==> config.mk <==
export PLATFORM = sky130hd
export DESIGN_NAME = tli_handler
export DESIGN_NICKNAME = d
export VERILOG_FILES = /design/src/tli_pkg.sv /design/src/tli_handler.sv
export VERILOG_INCLUDE_DIRS = /design/src
export SDC_FILE = /design/constraint.sdc
export NUM_CORES = 1
export LEC_CHECK = 0
export ABC_AREA = 1
export ABC_CLOCK_PERIOD_IN_PS = 4200
export BUFFER_PORTS_ARGS = -buffer_cell sky130_fd_sc_hd__clkbuf_2
export CORE_UTILIZATION = 30
export DETAILED_ROUTE_END_ITERATION = 7
export GPL_ROUTABILITY_DRIVEN = 0
export GPL_TIMING_DRIVEN = 0
export HOLD_SLACK_MARGIN = 0.12
export PLACE_DENSITY = 0.61
export SYNTH_ARGS = -nofsm -noshare
export SYNTH_HDL_FRONTEND = slang
export SYNTH_SLANG_ARGS = --single-unit
==> constraint.sdc <==
create_clock -name sys_clk_in -period 4.2 [get_ports sys_clk_in]
set_clock_uncertainty 0.05 [all_clocks]
set_input_delay 0.84 -clock sys_clk_in [delete_from_list [all_inputs] [get_ports sys_clk_in]]
set_output_delay 0.84 -clock sys_clk_in [all_outputs]
set_load 0.005 [all_outputs]
==> src/tli_params.svh <==
`ifndef TLI_PARAMS_SVH
`define TLI_PARAMS_SVH

// ---------------------------------------------------------------
// Register byte offsets
// ---------------------------------------------------------------
`define TLI_OFF_PRIMARY_EN   8'h00
`define TLI_OFF_EXT_EN_TWO   8'h04
`define TLI_OFF_PRIORITY     8'h08
`define TLI_OFF_PENDING      8'h0C
`define TLI_OFF_TIMER_CTRL   8'h10
`define TLI_OFF_SOFT_FLAGS   8'h14
`define TLI_OFF_EVT_STATUS   8'h18
`define TLI_OFF_EVT_MASK     8'h1C
`define TLI_OFF_CORE_STATE   8'h20

// ---------------------------------------------------------------
// Field positions
// ---------------------------------------------------------------
`define TLI_BIT_GLOBAL_EN    7
`define TLI_PRIMARY_SRCS     7
`define TLI_BIT_A_TRIG       0
`define TLI_BIT_A_PEND       1
`define TLI_BIT_B_TRIG       2
`define TLI_BIT_B_PEND       3
`define TLI_EVT_CALL         0
`define TLI_EVT_RETURN       1
`define TLI_EVT_PREEMPT      2

// ---------------------------------------------------------------
// Source map, vectors and reset values
// ---------------------------------------------------------------
`define TLI_SRC_EXT_A        0
`define TLI_SRC_EXT_B        1
`define TLI_SRC_SOFT0        11
`define TLI_NUM_SOFT         4
`define TLI_NUM_PERIPH       9
`define TLI_VEC_BASE         16'h0003
`define TLI_RST_WORD         32'h0000_0000

`endif

==> src/tli_pkg.sv <==
package tli_pkg;

   // Vector call handed to the instruction sequencer
   typedef struct packed {
      logic [15:0] addr;
      logic [4:0]  src;
      logic        high;
   } tli_call_t;

   // Latched bus address phase
   typedef struct packed {
      logic       write;
      logic [7:0] addr;
   } tli_dphase_t;

   typedef enum logic [1:0] {
      TLI_RUN  = 2'b00,
      TLI_HOLD = 2'b01
   } tli_state_t;

endpackage

==> src/tli_handler.sv <==
`timescale 1ns/10ps
`include "tli_params.svh"
// Behaviour
// - Up to 22 sources, each placed at high or low priority.
// - A source event sets its pending flag regardless of its enable.
// - Enabled pending source requests; call its vector after current instruction.
// - Return resumes the interrupted flow; the active level is released.
// - Pending flags of disabled sources are ignored, no vectoring.
// - Every source has its own enable bit in the enable registers.
// - Global enable at primary enable bit 7 gates all individual enables.
// - Some flags clear on vectoring; most stay until software clears them.
// - Flag still set after return re-enters after one more instruction.
// - Sixteen sources (2..10, 15..21) serve on-chip peripherals with own vector and order.
// - Software writing one to a pending flag sets it, but a vectoring clear in that cycle wins; external flags in level mode ignore it.
// - External inputs active low; trigger select at timer control bits 0, 2.
// - External pending flags sit at timer control bits 1 and 3.
// - Edge mode clears the external pending flag on vectoring.
// - Level mode pending flag follows the pin, no latching.
// - Four software flags vector to own address; only software clears them.
module tli_handler
   import tli_pkg::*;
#(
   parameter int          NS       = 22,
   parameter logic [21:0] AUTO_CLR = 22'h00_0004
) (
   // Clock, reset, enable
   input  wire logic          sys_clk_in,
   input  wire logic          resetn_in,
   input  wire logic          ce_in,
   // AHB-Lite slave
   input  wire logic          hsel_in,
   input  wire logic [7:0]    haddr_in,
   input  wire logic [1:0]    htrans_in,
   input  wire logic          hwrite_in,
   input  wire logic [2:0]    hsize_in,
   input  wire logic [31:0]   hwdata_in,
   input  wire logic          hready_in,
   output logic [31:0]        hrdata_out,
   output logic               hreadyout_out,
   output logic               hresp_out,
   // Sources
   input  wire logic [NS-1:0] periph_evt_in,
   input  wire logic          ext_a_irq_pin_n_in,
   input  wire logic          ext_b_irq_pin_n_in,
   // Instruction sequencer
   input  wire logic          instr_done_in,
   input  wire logic          reti_done_in,
   output logic               irq_req_out,
   output logic               call_req_out,
   output tli_call_t          call_out,
   output logic [1:0]         active_lvl_out,
   // Host interrupt
   output logic               irq_out
);

   // ------------------------------------------------------------
   // State
   // ------------------------------------------------------------
   logic [NS-1:0] pend, enable, prio, hw_set, hw_clr, sw_en, sw_val, elig, hi_req, lo_req;
   logic [NS-1:0] is_soft, is_periph;
   logic          global_irq_mask;
   logic [1:0]    trig_sel, pin_q, ext_edge, ext_pin_n;
   logic          act_hi, act_lo, take_hi, take_lo, req_any, fire;
   logic [4:0]    sel_idx;
   logic [2:0]    evt_status, evt_mask, evt_now, next_status;
   tli_state_t    state;
   tli_dphase_t   dph;
   logic          dph_valid, wr_now;
   logic [31:0]   rd_word;

   assign ext_pin_n = {ext_b_irq_pin_n_in, ext_a_irq_pin_n_in};
   assign wr_now    = dph_valid && dph.write;

   function automatic logic [4:0] first_one(input logic [NS-1:0] v);
      logic [4:0] r;
      r = 5'h00;
      for (int i = NS - 1; i >= 0; i--) begin
         if (v[i]) begin
            r = 5'(i);
         end
      end
      return r;
   endfunction

   // ------------------------------------------------------------
   // Bus slave
   // ------------------------------------------------------------
   always_ff @(posedge sys_clk_in) begin
      if (!resetn_in) begin
         dph_valid     <= 1'b0;
         dph           <= '0;
         hrdata_out    <= `TLI_RST_WORD;
         hreadyout_out <= 1'b0;
         hresp_out     <= 1'b0;
      end else if (ce_in) begin
         // Zero wait states: read data is captured in the address phase
         hreadyout_out <= 1'b1;
         hresp_out     <= 1'b0;
         dph_valid     <= hsel_in && htrans_in[1] && hready_in;
         dph.write     <= hwrite_in;
         dph.addr      <= haddr_in;
         if (hsel_in && htrans_in[1] && hready_in && !hwrite_in) begin
            hrdata_out <= rd_word;
         end
      end
   end

   always_comb begin
      rd_word = `TLI_RST_WORD;
      unique case (haddr_in)
         `TLI_OFF_PRIMARY_EN: begin
            rd_word[`TLI_BIT_GLOBAL_EN] = global_irq_mask;
            rd_word[`TLI_PRIMARY_SRCS-1:0] = enable[`TLI_PRIMARY_SRCS-1:0];
         end
         `TLI_OFF_EXT_EN_TWO: rd_word[NS-1-`TLI_PRIMARY_SRCS:0] = enable[NS-1:`TLI_PRIMARY_SRCS];
         `TLI_OFF_PRIORITY:   rd_word[NS-1:0] = prio;
         `TLI_OFF_PENDING:    rd_word[NS-1:0] = pend;
         `TLI_OFF_TIMER_CTRL: begin
            rd_word[`TLI_BIT_A_TRIG] = trig_sel[0];
            rd_word[`TLI_BIT_A_PEND] = pend[`TLI_SRC_EXT_A];
            rd_word[`TLI_BIT_B_TRIG] = trig_sel[1];
            rd_word[`TLI_BIT_B_PEND] = pend[`TLI_SRC_EXT_B];
         end
         `TLI_OFF_SOFT_FLAGS:
            rd_word[`TLI_NUM_SOFT-1:0] = pend[`TLI_SRC_SOFT0 +: `TLI_NUM_SOFT];
         `TLI_OFF_EVT_STATUS: rd_word[2:0] = evt_status;
         `TLI_OFF_EVT_MASK:   rd_word[2:0] = evt_mask;
         `TLI_OFF_CORE_STATE: rd_word[4:0] = {state == TLI_HOLD, act_lo, act_hi, trig_sel};
         default: rd_word = `TLI_RST_WORD;
      endcase
   end

   // ------------------------------------------------------------
   // Control registers
   // ------------------------------------------------------------
   always_ff @(posedge sys_clk_in) begin
      if (!resetn_in) begin
         global_irq_mask <= 1'b0;
         enable          <= '0;
         prio            <= '0;
         trig_sel        <= 2'b00;
         evt_mask        <= 3'h0;
      end else if (ce_in && wr_now) begin
         unique case (dph.addr)
            `TLI_OFF_PRIMARY_EN: begin
               global_irq_mask <= hwdata_in[`TLI_BIT_GLOBAL_EN];
               enable[`TLI_PRIMARY_SRCS-1:0] <= hwdata_in[`TLI_PRIMARY_SRCS-1:0];
            end
            `TLI_OFF_EXT_EN_TWO:
               enable[NS-1:`TLI_PRIMARY_SRCS] <= hwdata_in[NS-1-`TLI_PRIMARY_SRCS:0];
            `TLI_OFF_PRIORITY: prio <= hwdata_in[NS-1:0];
            `TLI_OFF_TIMER_CTRL: begin
               trig_sel <= {hwdata_in[`TLI_BIT_B_TRIG], hwdata_in[`TLI_BIT_A_TRIG]};
            end
            `TLI_OFF_EVT_MASK: evt_mask <= hwdata_in[2:0];
            default: ;
         endcase
      end
   end

   // ------------------------------------------------------------
   // Pending flags
   // ------------------------------------------------------------
   always_ff @(posedge sys_clk_in) begin
      if (!resetn_in) begin
         pin_q <= 2'b11;
      end else if (ce_in) begin
         pin_q <= ext_pin_n;
      end
   end

   // Falling edge on an active-low pin
   assign ext_edge = pin_q & ~ext_pin_n & trig_sel;

   genvar g;
   generate
      for (g = 0; g < NS; g++) begin : g_src
         // Clamped indices keep branches that never apply inside their vectors
         localparam int SOFT_BIT  = (g >= `TLI_SRC_SOFT0) ? g - `TLI_SRC_SOFT0 : 0;
         localparam int TIMER_BIT = (g < 2) ? 2 * g + 1 : 0;
         localparam int PIN_BIT   = (g < 2) ? g : 0;
         assign is_soft[g]   = (g >= `TLI_SRC_SOFT0) && (g < `TLI_SRC_SOFT0 + `TLI_NUM_SOFT);
         // Sources 2..10 and 15..21 are peripherals; the four soft flags 11..14 sit between them
         assign is_periph[g] = (g > `TLI_SRC_EXT_B) && !is_soft[g];
         always_comb begin
            sw_en[g]  = 1'b0;
            sw_val[g] = 1'b0;
            if (wr_now && dph.addr == `TLI_OFF_PENDING) begin
               sw_en[g]  = 1'b1;
               sw_val[g] = hwdata_in[g];
            end else if (wr_now && dph.addr == `TLI_OFF_SOFT_FLAGS && is_soft[g]) begin
               sw_en[g]  = 1'b1;
               sw_val[g] = hwdata_in[SOFT_BIT];
            end else if (wr_now && dph.addr == `TLI_OFF_TIMER_CTRL && g < 2) begin
               sw_en[g]  = 1'b1;
               sw_val[g] = hwdata_in[TIMER_BIT];
            end
         end
         if (g < 2) begin : g_ext
            assign hw_set[g] = ext_edge[g];
            assign hw_clr[g] = fire && sel_idx == 5'(g) && trig_sel[g];
         end else begin : g_int
            // Soft flags have no hardware setter and no hardware clear
            assign hw_set[g] = periph_evt_in[g] && is_periph[g];
            assign hw_clr[g] = fire && sel_idx == 5'(g) && AUTO_CLR[g] && !is_soft[g];
         end
         always_ff @(posedge sys_clk_in) begin
            if (!resetn_in) begin
               pend[g] <= 1'b0;
            end else if (ce_in) begin
               if (g < 2 && !trig_sel[PIN_BIT]) begin
                  // The source must hold the pin until called and drop it before return
                  pend[g] <= !ext_pin_n[PIN_BIT];
               end else begin
                  // A hardware set wins over any clear in the same cycle
                  pend[g] <= ((sw_en[g] ? sw_val[g] : pend[g]) && !hw_clr[g]) || hw_set[g];
               end
            end
         end
      end
   endgenerate

   // ------------------------------------------------------------
   // Arbitration and vectoring
   // ------------------------------------------------------------
   assign elig    = pend & enable & {NS{global_irq_mask}};
   assign hi_req  = elig & prio;
   assign lo_req  = elig & ~prio;
   assign take_hi = (|hi_req) && !act_hi;
   assign take_lo = (|lo_req) && !act_hi && !act_lo;
   assign req_any = take_hi || take_lo;
   // Lowest index wins within a level
   assign sel_idx = first_one(take_hi ? hi_req : lo_req);
   // The first instruction completed after a return may already vector
   assign fire    = ce_in && instr_done_in && !reti_done_in && req_any;

   always_ff @(posedge sys_clk_in) begin
      if (!resetn_in) begin
         state <= TLI_RUN;
      end else if (ce_in) begin
         unique case (state)
            TLI_RUN:  if (reti_done_in) state <= TLI_HOLD;
            TLI_HOLD: if (instr_done_in && !reti_done_in) state <= TLI_RUN;
         endcase
      end
   end

   always_ff @(posedge sys_clk_in) begin
      if (!resetn_in) begin
         act_hi <= 1'b0;
         act_lo <= 1'b0;
      end else if (ce_in) begin
         if (fire) begin
            if (take_hi) act_hi <= 1'b1;
            else act_lo <= 1'b1;
         end else if (reti_done_in) begin
            // Return closes the innermost routine
            if (act_hi) act_hi <= 1'b0;
            else act_lo <= 1'b0;
         end
      end
   end

   always_ff @(posedge sys_clk_in) begin
      if (!resetn_in) begin
         irq_req_out    <= 1'b0;
         call_req_out   <= 1'b0;
         call_out       <= '0;
         active_lvl_out <= 2'b00;
      end else if (ce_in) begin
         irq_req_out    <= req_any;
         call_req_out   <= fire;
         active_lvl_out <= {act_hi, act_lo};
         if (fire) begin
            call_out.addr <= `TLI_VEC_BASE + {8'h00, sel_idx, 3'b000};
            call_out.src  <= sel_idx;
            call_out.high <= take_hi;
         end
      end
   end

   // ------------------------------------------------------------
   // Host interrupt
   // ------------------------------------------------------------
   assign evt_now = {fire && take_hi && act_lo, ce_in && reti_done_in, fire};

   always_comb begin
      next_status = evt_status;
      if (wr_now && dph.addr == `TLI_OFF_EVT_STATUS) begin
         next_status = evt_status & ~hwdata_in[2:0];
      end
      next_status = next_status | evt_now;
   end

   always_ff @(posedge sys_clk_in) begin
      if (!resetn_in) begin
         evt_status <= 3'h0;
         irq_out    <= 1'b0;
      end else if (ce_in) begin
         evt_status <= next_status;
         irq_out    <= |(next_status & evt_mask);
      end
   end
endmodule

; ---- Word-level counts from Yosys, hierarchy flattened
; Index checks and enable logic that the tools add are counted.
[classes]
addsub = 1
eq_ne = 23
n_reduce_logical = 74
muxes = 93
bitwise_logic = 12
[op_table]
columns = operator, count
row1 = 5-bit two-way mux, 22
row2 = 22-bit bitwise AND, 4
row3 = "8-bit by 5-bit == test with 1-bit output, second input constant", 8
row4 = 1-bit two-way mux, 60
row5 = 22-bit OR reduction, 2
row6 = "8-bit by 4-bit == test with 1-bit output, second input constant", 4
row7 = 1-bit logical AND, 27
row8 = 3-bit one-hot mux with 9 select lines, 1
row9 = 22-bit two-way mux, 1
row10 = 22-bit NOT, 1
row11 = 7-bit one-hot mux with 3 select lines, 1
row12 = 1-bit logical OR, 19
row13 = "8-bit by 3-bit == test with 1-bit output, second input constant", 2
row14 = 8-bit zero test, 2
row15 = 2-bit AND reduction, 8
row16 = 7-bit one-hot mux with 2 select lines, 1
row17 = 3-bit one-hot mux with 4 select lines, 1
row18 = "2-bit by 8-bit adder with 9-bit output, first input constant", 1
row19 = 1-bit zero test, 9
row20 = "8-bit by 6-bit == test with 1-bit output, second input constant", 1
row21 = 1-bit one-hot mux with 7 select lines, 1
row22 = 3-bit bitwise AND, 2
row23 = "2-bit != test, second input constant", 3
row24 = 3-bit AND reduction, 2
row25 = other kinds (17), 20
[word_totals]
register_bits = 141
out_inout_bits = 61
inputBits = 77

; ---- Depth between registers and ports, before layout
[depth]
depth_word = 35
depth_mapped = 35
mapped_depth_nobuf = 33

; ---- Worst setup path before layout
; Ideal clock, no wire load.
[synth_timing]
kind = flip-flop to flip-flop
startpoint = register global_irq_mask
endpoint = register pend[0]
setup_slack_ps = 1621
t_arrival_ps = 2408
required_time_ps = 4028
stages_incl_launch_ff = 36
setup_ps = 122
path_cell_list = dfxtp_1 > buf_6 > buf_6 > nand4_1 > nand2_1 > nor2_1 > nand2_1 > nor2_2 > nand2_2 > nand2_4 > inv_2 > buf_6 > nand2_1 > o21ai_2 > nand2_1 > nand2_1 > nand2_1 > nand2_1 > nand2_1 > nand2_1 > nand2_1 > nand2_1 > nand2_1 > nand2_1 > nand2_1 > nand2_1 > nand2_1 > nand2_1 > nand2_1 > nand2_1 > nand2_1 > nand2_1 > nand2_1 > nand2_1 > nand2_1 > a21oi_2
[synth_between]
elab_chain_len = 34
[synth_rtl]
columns = element, line_no
row1 = start: declaration, tli_handler.sv:61  ; logic global_irq_mask;
row2 = start signal: assignment, tli_handler.sv:146  ; global_irq_mask <= hwdata_in[`TLI_BIT_GLOBAL_EN];
row3 = 22-bit bitwise AND *, tli_handler.sv:226  ; assign elig = pend & enable & {NS{global_irq_mask}};
row4 = 22-bit bitwise AND, tli_handler.sv:227  ; assign hi_req = elig & prio;
row5 = 22-bit OR reduction, tli_handler.sv:229  ; assign take_hi = (|hi_req) && !act_hi;
row6 = 1-bit logical AND, tli_handler.sv:229
row7 = 22-bit two-way mux, tli_handler.sv:233  ; assign sel_idx = first_one(take_hi ? hi_req : lo_req);
row8 = 5-bit two-way mux (22 in series), tli_handler.sv:78  ; if (v[i]) begin
row9 = 5-bit zero test, tli_handler.sv:201  ; assign hw_clr[g] = fire && sel_idx == 5'(g) && trig_sel[g];
row10 = 1-bit logical AND * (2 in series), tli_handler.sv:201
row11 = 1-bit zero test *, tli_handler.sv:216  ; pend[g] <= ((sw_en[g] ? sw_val[g] : pend[g]) && !hw_clr[g]) || hw_set[g];
row12 = 1-bit logical AND *, tli_handler.sv:216
row13 = 1-bit logical OR *, tli_handler.sv:216
row14 = 1-bit two-way mux *, tli_handler.sv:211  ; if (g < 2 && !trig_sel[PIN_BIT]) begin
row15 = end signal: indexed assignment, tli_handler.sv:213  ; pend[g] <= !ext_pin_n[PIN_BIT];
row16 = end signal: indexed assignment, tli_handler.sv:216
row17 = end: declaration, tli_handler.sv:59  ; logic [NS-1:0] pend, enable, prio, hw_set, hw_clr, sw_en, sw_val, elig, hi_req, lo_req;
; Every way passes the cells marked *; elsewhere a longest branch is shown, timed or not.
; A chain may end at the register's enable or synchronous reset.

; ---- Worst setup path in the final report
[layout_timing]
startpoint = register global_irq_mask
endpoint = register call_out[2] (netlist bit)
[layout_between]
elab_chain_len = 26
[layout_rtl]
columns = element, line_no
row1 = 22-bit bitwise AND *, tli_handler.sv:226
row2 = 22-bit bitwise AND, tli_handler.sv:227
row3 = 22-bit OR reduction, tli_handler.sv:229
row4 = 1-bit logical AND, tli_handler.sv:229
row5 = 22-bit two-way mux, tli_handler.sv:233
row6 = 5-bit two-way mux (21 in series), tli_handler.sv:78
row7 = end: declaration, tli_handler.sv:50  ; output tli_call_t call_out,
; Marked as above.

==> summary.md <==
| Metric | Value |
|---|---|
| CTS tree | done |
| Die Span Y | 150 microns |
| Setup bufs post-CTS | 0 |
| Flop pwr share | 40.8% |
| Largest net degree at the start of global routing | 17 |
| Hold slack final | 0.411 ns |
| CTS buffer count | 17 |
| Post-Syn Area | 6550 sq um |
| Crit Reg-Reg Startpoint | global_irq_mask |
| Die area | 22400 sq um |
| Main flop type after synthesis | dfxtp_1 |
| Reg2Reg Depth | 14 |
| Antenna-violating nets left | 0 |
| Via count | 7300 |
| Worst min-delay path class | reg -> reg |
| Run status | finished with violations |
| Core box area | 21200 sq um |
| Worst-Skew Late Latency | 0.43 ns |
| First-pass GRT wire length | 37.7 mm |
| Initial Util | 30.8% |
| Vias per cell | 5.21 |
| Final nets | 1191 |
| Grt ovf | 0 |
| Clk network pwr share | 52.8% |
| Synth top area share | 38.2% |
| Post-synth EDFFs | 0 |
| Setup-failing EPs final | 0 |
| Row cnt | 53 |
| Final worst setup slack | 0.585 ns |
| Residual DRC | 2 |
| Top post-synthesis cells by area | dfxtp_1 (38%), nand2_1 (10%), o21ai_0 (9.3%), a21oi_1 (7.5%), inv_1 (7.1%) |
| Endpoint type of the worst setup path | register |
| Fmax | 277 MHz |
| Critical Path Most Common Cell | o21ai_0 |
| Most frequent cells in the layout | nand2_1 (176), dfxtp_1 (125), inv_1 (123) |
| Headroom to the max-slew limit | 38.6% |
| Setup crit start kind | register |
| Slowest-stage cell, CP | nor4_1 |
| Max-slew violations | 0 |
| Setup TNS | 0 ns |
| WL/cell | 17.8 microns |
| Clock slew seen by the registers of the worst setup and hold paths | 0.06 ns |
| Iter 0 DRT Violations | 814 |
| DP Cell Count | 1370 |
| RSZ-0062 raised after global routing | false |
| DP HPWL | 19.2 mm |
| Number of global-route vias before repair | 6585 |
| Synth Register Bits | 125 |
| Synth warnings | 0 |
| Hold Path End | pin_q[0] |
| Top Ports | 138 |
| # fillers | 2293 |
| Max FO, Critical Path | 10 |
| Sequential area share after synthesis | 38.2% |
| Crit Path Category | reg -> reg |
| Place WS | 0.671 ns |
| Post_cts resized | 0 |
| Setup slack, reg-to-reg | 0.59 ns |
| Critical Path AT | 3.92 ns |
| H-tree depth | 4 |
| Pint | 0.00231 W |
| Logic pwr share | 6.3% |
| Initial antenna violation count | 0 |
| Worst slew pin tran | 0.918 ns |
| Hold path depth | 2 |
| Dominant cell type by area after synthesis | dfxtp_1 |
| Minimum clock period | 3.61 ns |
| Root Driver | clkbuf_16 |
| Power density over cell area | 375 nW/um^2 |
| Max Cap Violations | 0 |
| Num Clock Sinks | 125 |
| Synth unique cells | 36 |
| Syn_area_per_cell | 6.69 sq um |
| Clock tree buffer depth | 2 |
| Critical path's largest stage delay | 0.78 ns |
| Crit path cell chain | buf_6 > buf_4 > inv_2 > clkbuf_1 > nor4_1 > nor4_1 > nand4_1 > o21ai_0 > o21ai_0 > nand2_1 > inv_1 > clkbuf_1 > o21ai_0 > a21oi_1 |
| Worst Path Required | 4.51 ns |
| Fin. Hold Viols | 0 |
| CTS Hold Buffers Added | 0 |
| P_leak | 3.58 nW |
| Fin cells | 1402 |
| Final WL | 24.9 mm |
| Most common cell after layout, fill and taps aside | nand2_1 |
| All-layer global routing usage | 22.7% |
| VDD IR max | 0.284 mV |
| Violated checks | design-rule violations |
| Hold_sp | pin_q[0] |
| Fin util | 38.1% |
| Period utilization | 86.1% |
| Diodes inserted | 0 |
| Sw power | 0.000723 W |
| Fraction of registers with async set/reset | 0% |
| PortBufs | 97 |
| Switch share | 23.9% |
| Reg2reg end | call_out[2] |
| DRT Pass-1 Iters | 8 |
| Die extent in x | 150 microns |
| Share of layout cells above drive strength 1 | 16.2% |
| Synth Instances | 979 |
| Area growth from synthesis to layout | 23.5% |
-- power groups by stage --
stage          clock, W  combinational, W  sequential (W)
2_1_floorplan         0          0.000104         0.00125
3_3_place_gp          0          0.000187         0.00126
3_5_place_dp          0          0.000189         0.00126
4_1_cts         0.00160          0.000190         0.00124
5_1_grt         0.00165          0.000212         0.00124
6_report        0.00160          0.000192         0.00124
-- metrics by stage --
step,area [sq um],total power [W]
3_3_place_gp,7450,0.00145
2_1_floorplan,6620,0.00136
4_1_cts,8090,0.00303
3_5_place_dp,7450,0.00145
6_report,8090,0.00303
5_1_grt,8090,0.00311
-- critical path: cells and delay by family (launching register included) --
kind	cells	cell delay, ns
flip-flops	1	0.32
buffers and inverters	6	1.19
AO/OA/AOI/OAI	4	0.72
AND/OR/NAND/NOR	4	1.26
-- area by class of cell --
| type | instances | area (sq um) | area share (%) |
|---|---|---|---|
| plain buffers | 71 | 405 | 5.01 |
| clock inverters | 9 | 131 | 1.62 |
| clock buffers | 23 | 508 | 6.28 |
| flip-flops and latches | 125 | 2500 | 30.9 |
| well taps | 275 | 344 | 4.25 |
| inverters | 128 | 480 | 5.94 |
| repair buffers | 97 | 485 | 6.00 |
| multi-input cells | 674 | 3230 | 39.9 |
-- sequential cells by signal, indices dropped and copies added, names as in the netlist --
name,count
act_hi,1
act_lo,1
active_lvl_out,2
call_out,7
call_req_out,1
dph,9
dph_valid,1
enable,22
evt_mask,3
evt_status,3
global_irq_mask,1
hrdata_out,22
hreadyout_out,1
irq_out,1
irq_req_out,1
pend,22
pin_q,2
prio,22
state,1
trig_sel,2
-- routing by layer --
metal  share of wire (%)  wire length, microns  vias to the layer above  global-route usage [%]
met5                   0                     0                        -                       0
met4                 3.0                   736                        0                    8.64
met3                  10                  2530                       72                    5.00
met2                  44                 11000                      413                    35.0
met1                  43                 10600                     3318                    30.7
li1                    -                     -                     3497                       -
-- cells in the mapped netlist (3+ instances only) --
| master | instances |
|---|---|
| a211oi_1 | 3 |
| a21oi_1 | 98 |
| a21oi_2 | 3 |
| a221oi_1 | 4 |
| a311oi_1 | 3 |
| a31oi_1 | 4 |
| buf_4 | 27 |
| buf_6 | 5 |
| clkbuf_1 | 38 |
| dfxtp_1 | 125 |
| inv_1 | 123 |
| inv_2 | 4 |
| nand2_1 | 176 |
| nand3_1 | 17 |
| nand4_1 | 29 |
| nand4_2 | 5 |
| nor2_1 | 121 |
| nor2_2 | 3 |
| nor3_1 | 9 |
| nor4_1 | 13 |
| o211ai_1 | 6 |
| o21ai_0 | 122 |
| o21ai_1 | 7 |
| o21ai_2 | 5 |
| o221ai_1 | 8 |
| o22ai_1 | 8 |
-- how the worst max path moves through the flow --
stage,startpoint,to,depth (start not counted)
final,global_irq_mask,call_out[2],14
after global routing,global_irq_mask,act_lo,14
after CTS,global_irq_mask,call_out[2],14
after detailed placement,global_irq_mask,act_lo,14
after global placement,global_irq_mask,call_out[4],14
after floorplan,global_irq_mask,pend[0],35
-- cell families after synthesis --
kind of cell,after synthesis,synth area share (%)
flip-flops,125,38.2
AO/OA/AOI/OAI,277,23.4
buffers and inverters,199,13.5
other,1,0.0573
AND/OR/NAND/NOR,377,24.8
(Power assumes the default switching activity.)
